`src/core/rtb_pkg.sv`:
```
/*
  Package for the reload timer with baud select: register map, field layout,
  reset values, interrupt bits and bus state encoding.
  Assumes a 32-bit Avalon-MM slave with byte addresses, one word per register.
*/
package rtb_pkg;
  // printed offsets are not multiples of four: they are indices
  localparam logic [7:0] RTB_IDX_CTRL = 8'hC4;
  localparam logic [7:0] RTB_IDX_RLO = 8'hC5;
  localparam logic [7:0] RTB_IDX_RHI = 8'hC6;
  localparam logic [7:0] RTB_IDX_CNT_LO = 8'hD0;
  localparam logic [7:0] RTB_IDX_CNT_HI = 8'hD1;
  localparam logic [7:0] RTB_IDX_IRQ_STAT = 8'hD2;
  localparam logic [7:0] RTB_IDX_IRQ_EN = 8'hD3;
  localparam logic [7:0] RTB_IDX_IRQ_CLR = 8'hD4;
  localparam logic [7:0] RTB_IDX_UART = 8'hD5;
  localparam int RTB_ADDR_W = 10;
  localparam int RTB_IDX_LSB = 2;

  localparam int RTB_CTRL_DBL = 7;
  localparam int RTB_CTRL_FESEL = 6;
  localparam int RTB_CTRL_BRSRC = 5;
  localparam int RTB_CTRL_OVF = 4;
  localparam int RTB_CTRL_RUN = 3;
  localparam int RTB_CTRL_PS_HI = 2;

  // uart status register layout: [1:0] uart0 mode, [3:2] uart1 mode
  localparam int RTB_UART_U0M_LO = 0;
  localparam int RTB_UART_U1M_LO = 2;

  localparam logic [7:0] RTB_CTRL_RST = 8'h00;
  localparam logic [7:0] RTB_RELOAD_RST = 8'h00;
  localparam logic [15:0] RTB_CNT_RST = 16'h0000;
  localparam logic [15:0] RTB_CNT_MAX = 16'hFFFF;
  localparam logic [6:0] RTB_PRE_RST = 7'h00;

  localparam int RTB_IRQ_N = 2;
  localparam int RTB_IRQ_OVF = 0;
  localparam int RTB_IRQ_ACK = 1;

  localparam logic [1:0] RTB_UMODE1 = 2'h1;
  localparam logic [1:0] RTB_UMODE2 = 2'h2;
  localparam logic [1:0] RTB_UMODE3 = 2'h3;

  typedef enum logic [1:0] {
    RTB_IDLE = 2'b01,
    RTB_RESP = 2'b10
  } rtb_bus_e;
endpackage : rtb_pkg

```
`src/core/rtb_timer.sv`:
```
/*
  Reload timer with baud select: 16-bit auto-reload up counter, overflow flag,
  prescaler, serial-port steering bits and an Avalon-MM register slave.
  Assumes one clock, a synchronous reset, same-clock cpu and uart inputs.
*/
`timescale 1ns/10ps
module rtb_timer
(
  input wire logic mclk, // system clock, 50 MHz
  input wire logic srst, // synchronous reset, active high
  input wire logic [rtb_pkg::RTB_ADDR_W-1:0] avs_address, // byte address
  input wire logic avs_read, // read strobe
  input wire logic avs_write, // write strobe
  input wire logic [31:0] avs_writedata, // write data
  input wire logic [3:0] avs_byteenable, // byte lanes
  output logic [31:0] avs_readdata, // read data
  output logic avs_waitrequest, // stall
  input wire logic isr_enter, // pulse: cpu vectors to timer service
  input wire logic [1:0] uart0_mode, // uart0 mode
  input wire logic [1:0] uart1_mode, // uart1 mode
  input wire logic uart1_framing_error, // uart1 framing error flag
  input wire logic uart1_mode_bit0, // uart1 mode bit
  output logic overflow_tick, // pulse per overflow, baud clock
  output logic uart0_use_this_timer, // uart0 baud from this timer
  output logic uart1_double_rate, // uart1 baud doubled
  output logic uart1_control_bit7, // value seen at uart1 control bit 7
  output logic irq // level interrupt
);
  import rtb_pkg::*;

  typedef struct packed {
    rtb_bus_e bus;
    logic [31:0] rdata;
    logic [7:0] ctrl;
    logic [7:0] rlo;
    logic [7:0] rhi;
    logic [15:0] cnt;
    logic [RTB_IRQ_N-1:0] stat;
    logic [RTB_IRQ_N-1:0] ien;
    logic ovf_tick;
    logic u0_sel;
    logic u1_dbl;
    logic u1_b7;
    logic irq;
  } rtb_top_s;

  rtb_top_s st_q;
  rtb_top_s st_d;
  logic tick;
  logic wr_hit;
  logic [7:0] idx;
  logic [7:0] wbyte;
  logic wrap;
  logic sw_ovf_wr;
  logic [7:0] ctrl_v;
  logic [RTB_IRQ_N-1:0] ev;

  rtb_prescaler u_pre
  (
    .mclk(mclk),
    .srst(srst),
    .run(st_q.ctrl[RTB_CTRL_RUN]),
    .sel(st_q.ctrl[RTB_CTRL_PS_HI:0]),
    .tick(tick)
  );

  always_comb
  begin
    st_d = st_q;
    idx = avs_address[RTB_IDX_LSB +: 8];
    wbyte = avs_writedata[7:0];
    wr_hit = (st_q.bus == RTB_IDLE) && avs_write && avs_byteenable[0];
    sw_ovf_wr = wr_hit && (idx == RTB_IDX_CTRL);
    st_d.ovf_tick = 1'b0;
    wrap = 1'b0;
    ev = '0;

    // counting and reload
    if (tick && st_q.ctrl[RTB_CTRL_RUN])
    begin
      if (st_q.cnt == RTB_CNT_MAX)
      begin
        wrap = 1'b1;
        st_d.cnt = {st_q.rhi, st_q.rlo};
        st_d.ovf_tick = 1'b1;
      end
      else
      begin
        st_d.cnt = 16'(st_q.cnt + 16'h0001);
      end
    end

    // control register; hardware set beats any clear
    ctrl_v = st_q.ctrl;
    if (sw_ovf_wr)
    begin
      ctrl_v = wbyte;
    end
    else if (isr_enter)
    begin
      ctrl_v[RTB_CTRL_OVF] = 1'b0;
    end
    if (wrap)
    begin
      ctrl_v[RTB_CTRL_OVF] = 1'b1;
    end
    st_d.ctrl = ctrl_v;

    // reload bytes; writing them while running is the software's hazard
    if (wr_hit && idx == RTB_IDX_RLO)
    begin
      st_d.rlo = wbyte;
    end
    if (wr_hit && idx == RTB_IDX_RHI)
    begin
      st_d.rhi = wbyte;
    end

    // sticky interrupt status, set wins over clear
    ev[RTB_IRQ_OVF] = wrap;
    ev[RTB_IRQ_ACK] = isr_enter;
    if (wr_hit && idx == RTB_IDX_IRQ_EN)
    begin
      st_d.ien = wbyte[RTB_IRQ_N-1:0];
    end
    if (wr_hit && idx == RTB_IDX_IRQ_CLR)
    begin
      st_d.stat = (st_q.stat & ~wbyte[RTB_IRQ_N-1:0]) | ev;
    end
    else
    begin
      st_d.stat = st_q.stat | ev;
    end
    st_d.irq = |(st_d.stat & st_d.ien);

    // serial port steering
    st_d.u0_sel = st_d.ctrl[RTB_CTRL_BRSRC]
      && (uart0_mode == RTB_UMODE1 || uart0_mode == RTB_UMODE3);
    st_d.u1_dbl = st_d.ctrl[RTB_CTRL_DBL] && (uart1_mode == RTB_UMODE2);
    st_d.u1_b7 = st_d.ctrl[RTB_CTRL_FESEL] ? uart1_framing_error
      : uart1_mode_bit0;

    // bus: every access answered one cycle after it is seen
    unique case (st_q.bus)
      RTB_IDLE:
      begin
        if (avs_read || avs_write)
        begin
          st_d.bus = RTB_RESP;
          st_d.rdata = 32'h0000_0000;
          if (avs_read)
          begin
            unique case (idx)
              RTB_IDX_CTRL: st_d.rdata[7:0] = st_q.ctrl;
              RTB_IDX_RLO: st_d.rdata[7:0] = st_q.rlo;
              RTB_IDX_RHI: st_d.rdata[7:0] = st_q.rhi;
              RTB_IDX_CNT_LO: st_d.rdata[7:0] = st_q.cnt[7:0];
              RTB_IDX_CNT_HI: st_d.rdata[7:0] = st_q.cnt[15:8];
              RTB_IDX_IRQ_STAT: st_d.rdata[RTB_IRQ_N-1:0] = st_q.stat;
              RTB_IDX_IRQ_EN: st_d.rdata[RTB_IRQ_N-1:0] = st_q.ien;
              RTB_IDX_UART:
              begin
                st_d.rdata[RTB_UART_U0M_LO +: 2] = uart0_mode;
                st_d.rdata[RTB_UART_U1M_LO +: 2] = uart1_mode;
              end
              default: st_d.rdata = 32'h0000_0000;
            endcase
          end
        end
      end
      RTB_RESP:
      begin
        st_d.bus = RTB_IDLE;
      end
    endcase
  end

  always_ff @(posedge mclk)
  begin
    if (srst)
    begin
      st_q.bus <= RTB_IDLE;
      st_q.rdata <= 32'h0000_0000;
      st_q.ctrl <= RTB_CTRL_RST;
      st_q.rlo <= RTB_RELOAD_RST;
      st_q.rhi <= RTB_RELOAD_RST;
      st_q.cnt <= RTB_CNT_RST;
      st_q.stat <= '0;
      st_q.ien <= '0;
      st_q.ovf_tick <= 1'b0;
      st_q.u0_sel <= 1'b0;
      st_q.u1_dbl <= 1'b0;
      st_q.u1_b7 <= 1'b0;
      st_q.irq <= 1'b0;
    end
    else
    begin
      st_q <= st_d;
    end
  end

  // waitrequest high except in the answer cycle
  assign avs_waitrequest = (st_q.bus != RTB_RESP);
  assign avs_readdata = st_q.rdata;
  assign overflow_tick = st_q.ovf_tick;
  assign uart0_use_this_timer = st_q.u0_sel;
  assign uart1_double_rate = st_q.u1_dbl;
  assign uart1_control_bit7 = st_q.u1_b7;
  assign irq = st_q.irq;
endmodule : rtb_timer

```
`src/core/rtb_prescaler.sv`:
```
/*
  Power-of-two prescaler producing a one-cycle count enable.
  Assumes run is a same-clock level; the divider is held cleared while halted.
*/
`timescale 1ns/10ps
module rtb_prescaler
(
  input wire logic mclk, // system clock
  input wire logic srst, // synchronous reset
  input wire logic run, // count while high
  input wire logic [2:0] sel, // divide code
  output logic tick // one-cycle enable
);
  import rtb_pkg::*;

  typedef struct packed {
    logic [6:0] div;
    logic tick;
  } rtb_pre_s;

  rtb_pre_s st_q;
  rtb_pre_s st_d;
  logic [6:0] mask;

  always_comb
  begin
    mask = 7'(({7'h00, 1'b1} << sel) - 8'h01);
    st_d = st_q;
    st_d.tick = 1'b0;
    if (!run)
    begin
      st_d.div = RTB_PRE_RST;
    end
    else if ((st_q.div & mask) == mask)
    begin
      st_d.div = RTB_PRE_RST;
      st_d.tick = 1'b1;
    end
    else
    begin
      st_d.div = 7'(st_q.div + 7'h01);
    end
  end

  always_ff @(posedge mclk)
  begin
    if (srst)
    begin
      st_q <= '{div: RTB_PRE_RST, tick: 1'b0};
    end
    else
    begin
      st_q <= st_d;
    end
  end

  assign tick = st_q.tick;
endmodule : rtb_prescaler

```
`config.mk`:
```
export PLATFORM = sky130hd
export DESIGN_NAME = rtb_timer
export DESIGN_NICKNAME = d
export VERILOG_FILES = /design/src/core/rtb_pkg.sv /design/src/core/rtb_timer.sv /design/src/core/rtb_prescaler.sv
export SDC_FILE = /design/constraint.sdc
export NUM_CORES = 1
export LEC_CHECK = 0
export BUFFER_PORTS_ARGS = -buffer_cell sky130_fd_sc_hd__buf_2
export CAP_MARGIN = 20
export CORE_ASPECT_RATIO = 1.5
export CORE_MARGIN = 2
export CORE_UTILIZATION = 45
export DETAILED_ROUTE_END_ITERATION = 12
export GPL_TIMING_DRIVEN = 1
export MAX_ROUTING_LAYER = met4
export PLACE_DENSITY = 0.72
export RECOVER_POWER = 25
export SETUP_SLACK_MARGIN = 0.1
export SYNTH_ARGS = -nofsm -noshare
export SYNTH_HDL_FRONTEND = slang
export SYNTH_SLANG_ARGS = --single-unit
```
`constraint.sdc`:
```
create_clock -name mclk -period 2.3 [get_ports mclk]
set_input_delay 0.23 -clock mclk [delete_from_list [all_inputs] [get_ports mclk]]
set_output_delay 0.23 -clock mclk [all_outputs]
set_load 0.05 [all_outputs]
```
==> summary.md, run 1 <==
| Metric | Value |
|---|---|
| Outcome | finished clean |
| CORE AREA | 8008 µm² |
| Commonest non-fill, non-tap cell in the layout | dfxtp_1 |
| Synth Cell Area | 3706 µm² |
| Die area | 8992 µm² |
| CP Launch Point | st_q[9] |
| CTS tree | yes |
| Post-synth EDFFs | 0 |
| GPL Wtd Cong | 0.9151 |
| Via density | 5.722 |
| Largest net degree at the start of global routing | 38 |
| Synth top area cells | dfxtp_1 (36%), mux2i_1 (12%), buf_4 (6.5%) |
| Routed Antenna Nets | 0 |
| Reg-to-Reg Start | st_q[9] |
| Seq/Total Area, Yosys | 0.3619 |
| Initial Util | 0.4628 |
| CTS H-tree lvls | 3 |
| Reg2Reg Depth | 5 |
| WHS | 0.1046 ns |
| Sink Count | 67 |
| Worst r2r dst | st_q[22] |
| Post-route clock period utilization | 0.8348 |
| Vias in the first global route | 3099 |
| Routed WL | 9645 µm |
| Crit Path Class | reg2reg |
| I/O pins | 95 |
| Fin crit period | 1.920 ns |
| Warnings, synthesis | 0 |
| FMAX | 0.5208 GHz |
| Worst Tran Pin Value | 0.6760 ns |
| Critical path capture point type | flip-flop |
| DRT Pass-1 Iters | 4 |
| Synth Area per Inst | 8.679 µm² |
| Total track usage | 0.2325 |
| Gate Count Post-Synth | 427 |
| Post-DP HPWL | 7223 µm |
| Row Count | 40 |
| Filler instances | 759 |
| First-pass GRT wire length | 15570 µm |
| Main synth FF type | dfxtp_1 |
| Count of cell types in the netlist | 64 |
| Max-cap violations | 0 |
| Final hold vios | 0 |
| Wire per inst | 16.98 µm |
| Die height | 115.1 µm |
| Hold crit path type | in2reg |
| Final Skew | 0.007060 ns |
| Later-pin clock latency in the skew report | 0.33 ns |
| Slew Limit Fails | 0 |
| Relative slew slack | 0.5493 |
| Setup_tns | 0 ns |
| Unrepaired setup endpoints after global routing | no |
| Initial antenna violation count | 0 |
| Yosys top cell by area | dfxtp_1 |
| Initial drt markers | 327 |
| Clock-pin slew on the worst setup and hold paths | 0.06 ns |
| Clk buf depth | 2 |
| Vias | 3250 |
| Yosys reg bits | 67 |
| PwrDens | 670.8 nW/µm² |
| VDD IR max | 491.7 µV |
| Fraction of registers with async set/reset | 0 |
| Most frequent cells in the layout | dfxtp_1 (67), nor2_1 (53), mux2i_1 (43) |
| Post-CTS Setup Bufs | 0 |
| Critical Path AT | 2.12 ns |
| Worst path required time | 2.50 ns |
| CP Launch Type | flip-flop |
| CTS Buf Count | 9 |
| Hold-fix buffers, CTS | 0 |
| Die Wd | 78.10 µm |
| Post-synth top area share | 0.3619 |
| DRC viols | 0 |
| FF-to-FF setup slack | 0.38 ns |
| Post_cts resized | 0 |
| Critical Path End | st_q[22] |
| Area grow syn2layout | 12.53% |
| Layout net count | 517 |
| Diode count | 0 |
| P_leak | 1.676 nW |
| Layout cells sized above 1 | 0.1361 |
| CP Max Fanout | 6 |
| Root Driver | clkbuf_16 |
| Grt ovf | 0 |
| Final setup viols | 0 |
| IO Port Bufs | 41 |
## cells in the mapped netlist, types with 3 or more instances
library cell	n
mux2i_1	43
nand3b_1	3
o21ai_1	6
nor4_1	4
a31oi_1	9
inv_1	6
or4_1	5
nand2_1	31
or3_1	6
o2bb2ai_1	4
clkbuf_1	16
a41oi_1	3
and2_1	6
nand2b_1	6
dfxtp_1	67
nand4_1	11
buf_2	7
and3_1	4
nor2b_1	4
nand3_1	17
a2bb2oi_1	3
nor3_1	6
nor2_1	53
o32ai_1	3
xnor2_1	4
buf_4	32
and4_1	4
a211oi_1	4
a21oi_1	11
## per-stage QoR
stage               power (mW)  setup slack, ns  instance area (µm²)  utilization  instances
floorplan                1.401           0.5630                 3792            -        450
global placement         1.424           0.3584                 3876       0.4841        552
detailed placement       1.426           0.3266                 3876       0.4841        552
CTS                      2.828           0.4102                 4188       0.5230        568
global route             2.897           0.2564                 4170       0.5208        568
finish                   2.798           0.3799                 4170       0.5208        568
## cell type report
cell class / instances / area, µm² / share of cell area
clock buffers: 10 / 239.0 / 0.05731
flip-flops and latches: 67 / 1341 / 0.3216
inverters: 6 / 22.52 / 0.005401
clock inverters: 6 / 72.57 / 0.01740
well taps: 105 / 131.4 / 0.03150
multi-input cells: 322 / 2093 / 0.5020
repair buffers: 52 / 270.3 / 0.06481
## sequential cells by signal, summed over array words and instances (netlist names)
signal                cells
avs_readdata              8
irq                       1
overflow_tick             1
st_q                     46
u_pre.st_q                7
u_pre.tick                1
uart0_use_this_timer      1
uart1_control_bit7        1
uart1_double_rate         1
## how the worst min path moves through the flow
stage | start | to | slack, ns | cells after the start
after floorplan | uart1_mode[0] | uart1_double_rate | 0.31 | 1
after global placement | uart1_mode[0] | uart1_double_rate | 0.43 | 2
after detailed placement | uart1_mode[0] | uart1_double_rate | 0.45 | 2
after CTS | uart1_mode[0] | uart1_double_rate | 0.09 | 2
after global routing | uart1_mode[0] | uart1_double_rate | 0.09 | 2
final | uart1_mode[0] | uart1_double_rate | 0.10 | 2
## cell families after synthesis
logic type               share of synthesized area
flip-flops                                  0.3619
multiplexers                                0.1374
buffers and inverters                      0.09656
adder cells (fa/ha/maj)                   0.006751
other                                     0.001012
AO/OA/AOI/OAI                               0.1182
XOR/XNOR                                   0.01418
AND/OR/NAND/NOR                             0.2640
## critical path, stage by stage, from the launching register on
cell	delay [ns]
dfxtp_1	0.49
ha_1	0.29
and2_1	0.17
and4_1	0.32
a31oi_1	0.11
a2111oi_0	0.41
## routing by layer
metal	routed length, µm	GRT usage	share of wire	up-vias
met1	3674	0.2490	0.38	1526
met4	402	0.1263	0.042	0
li1	-	-	-	1565
met2	5063	0.4023	0.52	128
met5	0	-	0	-
met3	504	0.04553	0.052	31
## report_power, final
part | total (mW) | switching (mW) | internal [mW]
clock network | 1.40 | 0.519 | 0.876
logic | 0.225 | 0.172 | 0.0531
registers | 1.18 | 0.00877 | 1.17
Power figures use the tool's default switching activity.
==> run 2, diff against run 1 <==
ABC_AREA = 1   (was default)
PLACE_DENSITY = 0.71   (was 0.72)
clock period = 2 ns   (was 2.3 ns; I/O delays follow)
==> summary.md, run 2 <==
| Metric | Value |
|---|---|
| Fraction of registers with async set/reset | 0 (unchanged) |
| Outcome | finished clean |
| Post-route clock period utilization | 0.8595 (+0.02473) |
| Worst Tran Pin Value | 0.6017 ns (-0.07433 ns) |
| DR WL met2 | 5392 µm (+6.5%) |
| Critical path capture point type | flip-flop |
| Initial Util | 0.4591 (-0.003737) |
| Crit Path Class | reg2reg |
| Vias | 3524 (+8.4%) |
| Fin crit period | 1.719 ns (-0.2010 ns) |
| Max reg flops | 46 (unchanged) |
| Setup_tns | 0 ns (unchanged) |
| Post-synth EDFFs | 0 (unchanged) |
| Yosys reg bits | 67 (unchanged) |
| Total track usage | 0.2355 (+0.003013) |
| Via density | 5.041 (-12%) |
| Clk buf depth | 2 (unchanged) |
| Crit-path cells | ha_1 -> nand2_1 -> nor2_4 -> nand2_4 -> nor2_4 -> nand2_4 -> nand3_1 -> nand3_1 -> o211ai_1 -> inv_1 |
| Sink Count | 67 (unchanged) |
| Final setup viols | 0 (unchanged) |
| Die height | 117.1 µm (+1.7%) |
| CP Launch Point | st_q[9] |
| Diode count | 0 (unchanged) |
| Unrepaired setup endpoints after global routing | no |
| Largest net degree at the start of global routing | 29 (-24%) |
| Synth Cell Area | 3839 µm² (+3.6%) |
| Area grow syn2layout | 13.36% |
| CORE AREA | 8362 µm² (+4.4%) |
| Row Count | 41 (+2.5%) |
| FMAX | 0.5817 GHz (+12%) |
| VDD IR max | 748.8 µV (+52%) |
| Critical Path AT | 1.95 ns (-0.17 ns) |
| Synth top area cells | dfxtp_1 (35%), nand2_1 (9.3%), nand3_1 (7.8%) |
| I/O pins | 95 (unchanged) |
| CTS H-tree lvls | 3 (unchanged) |
| Routed WL | 9954 µm (+3.2%) |
| Worst path depth | 10 (+5) |
| CTS tree | yes |
| Yosys top cell by area | dfxtp_1 |
| Initial drt markers | 257 (-21%) |
| Post-synth top cells | nand2_1 (95), dfxtp_1 (67), inv_1 (61), nand3_1 (60), a21oi_1 (45) |
| Count of cell types in the netlist | 39 (-39%) |
| Min-Delay Path Depth | 2 (unchanged) |
| IO Port Bufs | 41 (unchanged) |
| Reg2Reg Depth | 10 (+5) |
| Warnings, synthesis | 0 (unchanged) |
| CP Max Fanout | 9 (+3) |
| Final Util | 0.5204 (about the same) |
| Initial antenna violation count | 0 (unchanged) |
| Wire per inst | 14.24 µm (-16%) |
| Post-synth top area share | 0.3494 (-0.01250) |
| Post_cts resized | 0 (unchanged) |
| Filler instances | 844 (+11%) |
| Max-cap violations | 0 (unchanged) |
| Grt ovf | 0 (unchanged) |
| WHS | 0.04283 ns (-0.06177 ns) |
| Metal-1 WL | 3861 µm (+5.1%) |
| Post-DP HPWL | 7757 µm (+7.4%) |
| Worst path required time | 2.23 ns (-0.27 ns) |
| DRC viols | 0 (unchanged) |
| Most common cell in the netlist | nand2_1 |
| Min-delay src | uart1_mode[0] |
| Routed Antenna Nets | 0 (unchanged) |
| Gate Count Post-Synth | 548 (+28%) |
| Biggest register | st_q |
| First-pass GRT wire length | 15860 µm (+1.9%) |
| Post-CTS Setup Bufs | 0 (unchanged) |
| Reg-to-Reg Start | st_q[9] |
| Die area | 9300 µm² (+3.4%) |
| Vias in the first global route | 3263 (+5.3%) |
| Later-pin clock latency in the skew report | 0.34 ns (about the same) |
| Hold crit path type | in2reg |
| Slew Limit Fails | 0 (unchanged) |
| CP Launch Type | flip-flop |
| PwrDens | 807.5 nW/µm² (+20%) |
| Met3 wire length | 406 µm (-19%) |
| Relative slew slack | 0.6006 (+0.05128) |
| Root Driver | clkbuf_16 |
| Synth Area per Inst | 7.005 µm² (-19%) |
| Layout net count | 646 (+25%) |
| Layout cells sized above 1 | 0.1740 (+0.03792) |
| Final Skew | 0.002648 ns (-0.004412 ns) |
| Crit-path slowest cell | dfxtp_1 |
| Clock-pin slew on the worst setup and hold paths | 0.05 ns (about the same) |
| GPL Wtd Cong | 0.9195 (+0.48%) |
| Top cell family by delay on the critical path | simple AND/OR/NAND/NOR gates |
| Highest metal used | met4 |
| Hold-fix buffers, CTS | 0 (unchanged) |
| Die Wd | 79.41 µm (+1.7%) |
| P_leak | 1.868 nW (+11%) |
| Crit-path max cell delay | 0.40 ns (-0.09 ns) |
| Most frequent cells in the layout | nand2_1 (96), dfxtp_1 (67), inv_1 (61) |
| Commonest non-fill, non-tap cell in the layout | nand2_1 |
| WP buf/inv | 1 (+1) |
| DRT Pass-1 Iters | 5 (+1) |
| CTS Buf Count | 9 (unchanged) |
| Final hold vios | 0 (unchanged) |
| Seq/Total Area, Yosys | 0.3494 (-0.01250) |
| Main synth FF type | dfxtp_1 |
-- run 2: cell types whose count changed after synthesis, moves of 34 or more --
cell     delta
o21ai_0    +34
mux2i_1    -43
a21oi_1    +34
nand2_1    +64
inv_1      +55
nand3_1    +43
-- run 2: final cells by class --
class	instances	area, µm²	area share
Inverter	76	286.5	0.06584
Sequential cell	67	1341	0.3082
Clock inverter	4	95.09	0.02185
Clock buffer	12	266.5	0.06124
Timing Repair Buffer	51	264.0	0.06067
Multi-Input combinational cell	382	1964	0.4514
Tap cell	107	133.9	0.03076
-- run 2: per-layer routing --
metal | up-vias | global-route usage
met5 | - | -
met4 | 0 | 0.1034
met3 | 20 | 0.04831
met2 | 96 | 0.4294
met1 | 1600 | 0.2432
li1 | 1808 | -
-- run 2: cells by family (layout without fill, tap and decap cells) --
kind of cell / Yosys count / in the layout / synth area share
simple gates: 236 / 236 / 0.3097
buf+inv: 122 / 143 / 0.1607
compound gates: 111 / 111 / 0.1522
flops: 67 / 67 / 0.3494
xor+xnor: 9 / 9 / 0.02054
fa+ha+maj: 2 / 2 / 0.006518
other cells: 1 / 24 / 0.0009769
-- run 2: path summary, 6_finish.rpt --
path                       end  slack (ns)
max                   st_q[16]        0.28
min          uart1_double_rate        0.04
max reg2reg           st_q[16]        0.28
min reg2reg           st_q[11]        0.46
-- run 2: where the power goes --
| part | internal, mW | switching (mW) |
|---|---|---|
| Combinational | 0.0489 | 0.215 |
| Clock | 1.32 | 0.586 |
| Sequential | 1.34 | 0.00417 |
| Total | 2.71 | 0.805 |
-- run 2: stage by stage --
stage	power [mW]	setup WS (ns)	cell area, µm²	cells
after floorplan	1.611	0.5762	3925	571
after global placement	1.638	0.3194	4009	683
after detailed placement	1.641	0.3254	4009	683
after CTS	3.538	0.2826	4370	699
after global routing	3.622	0.1453	4352	699
final	3.514	0.2809	4352	699
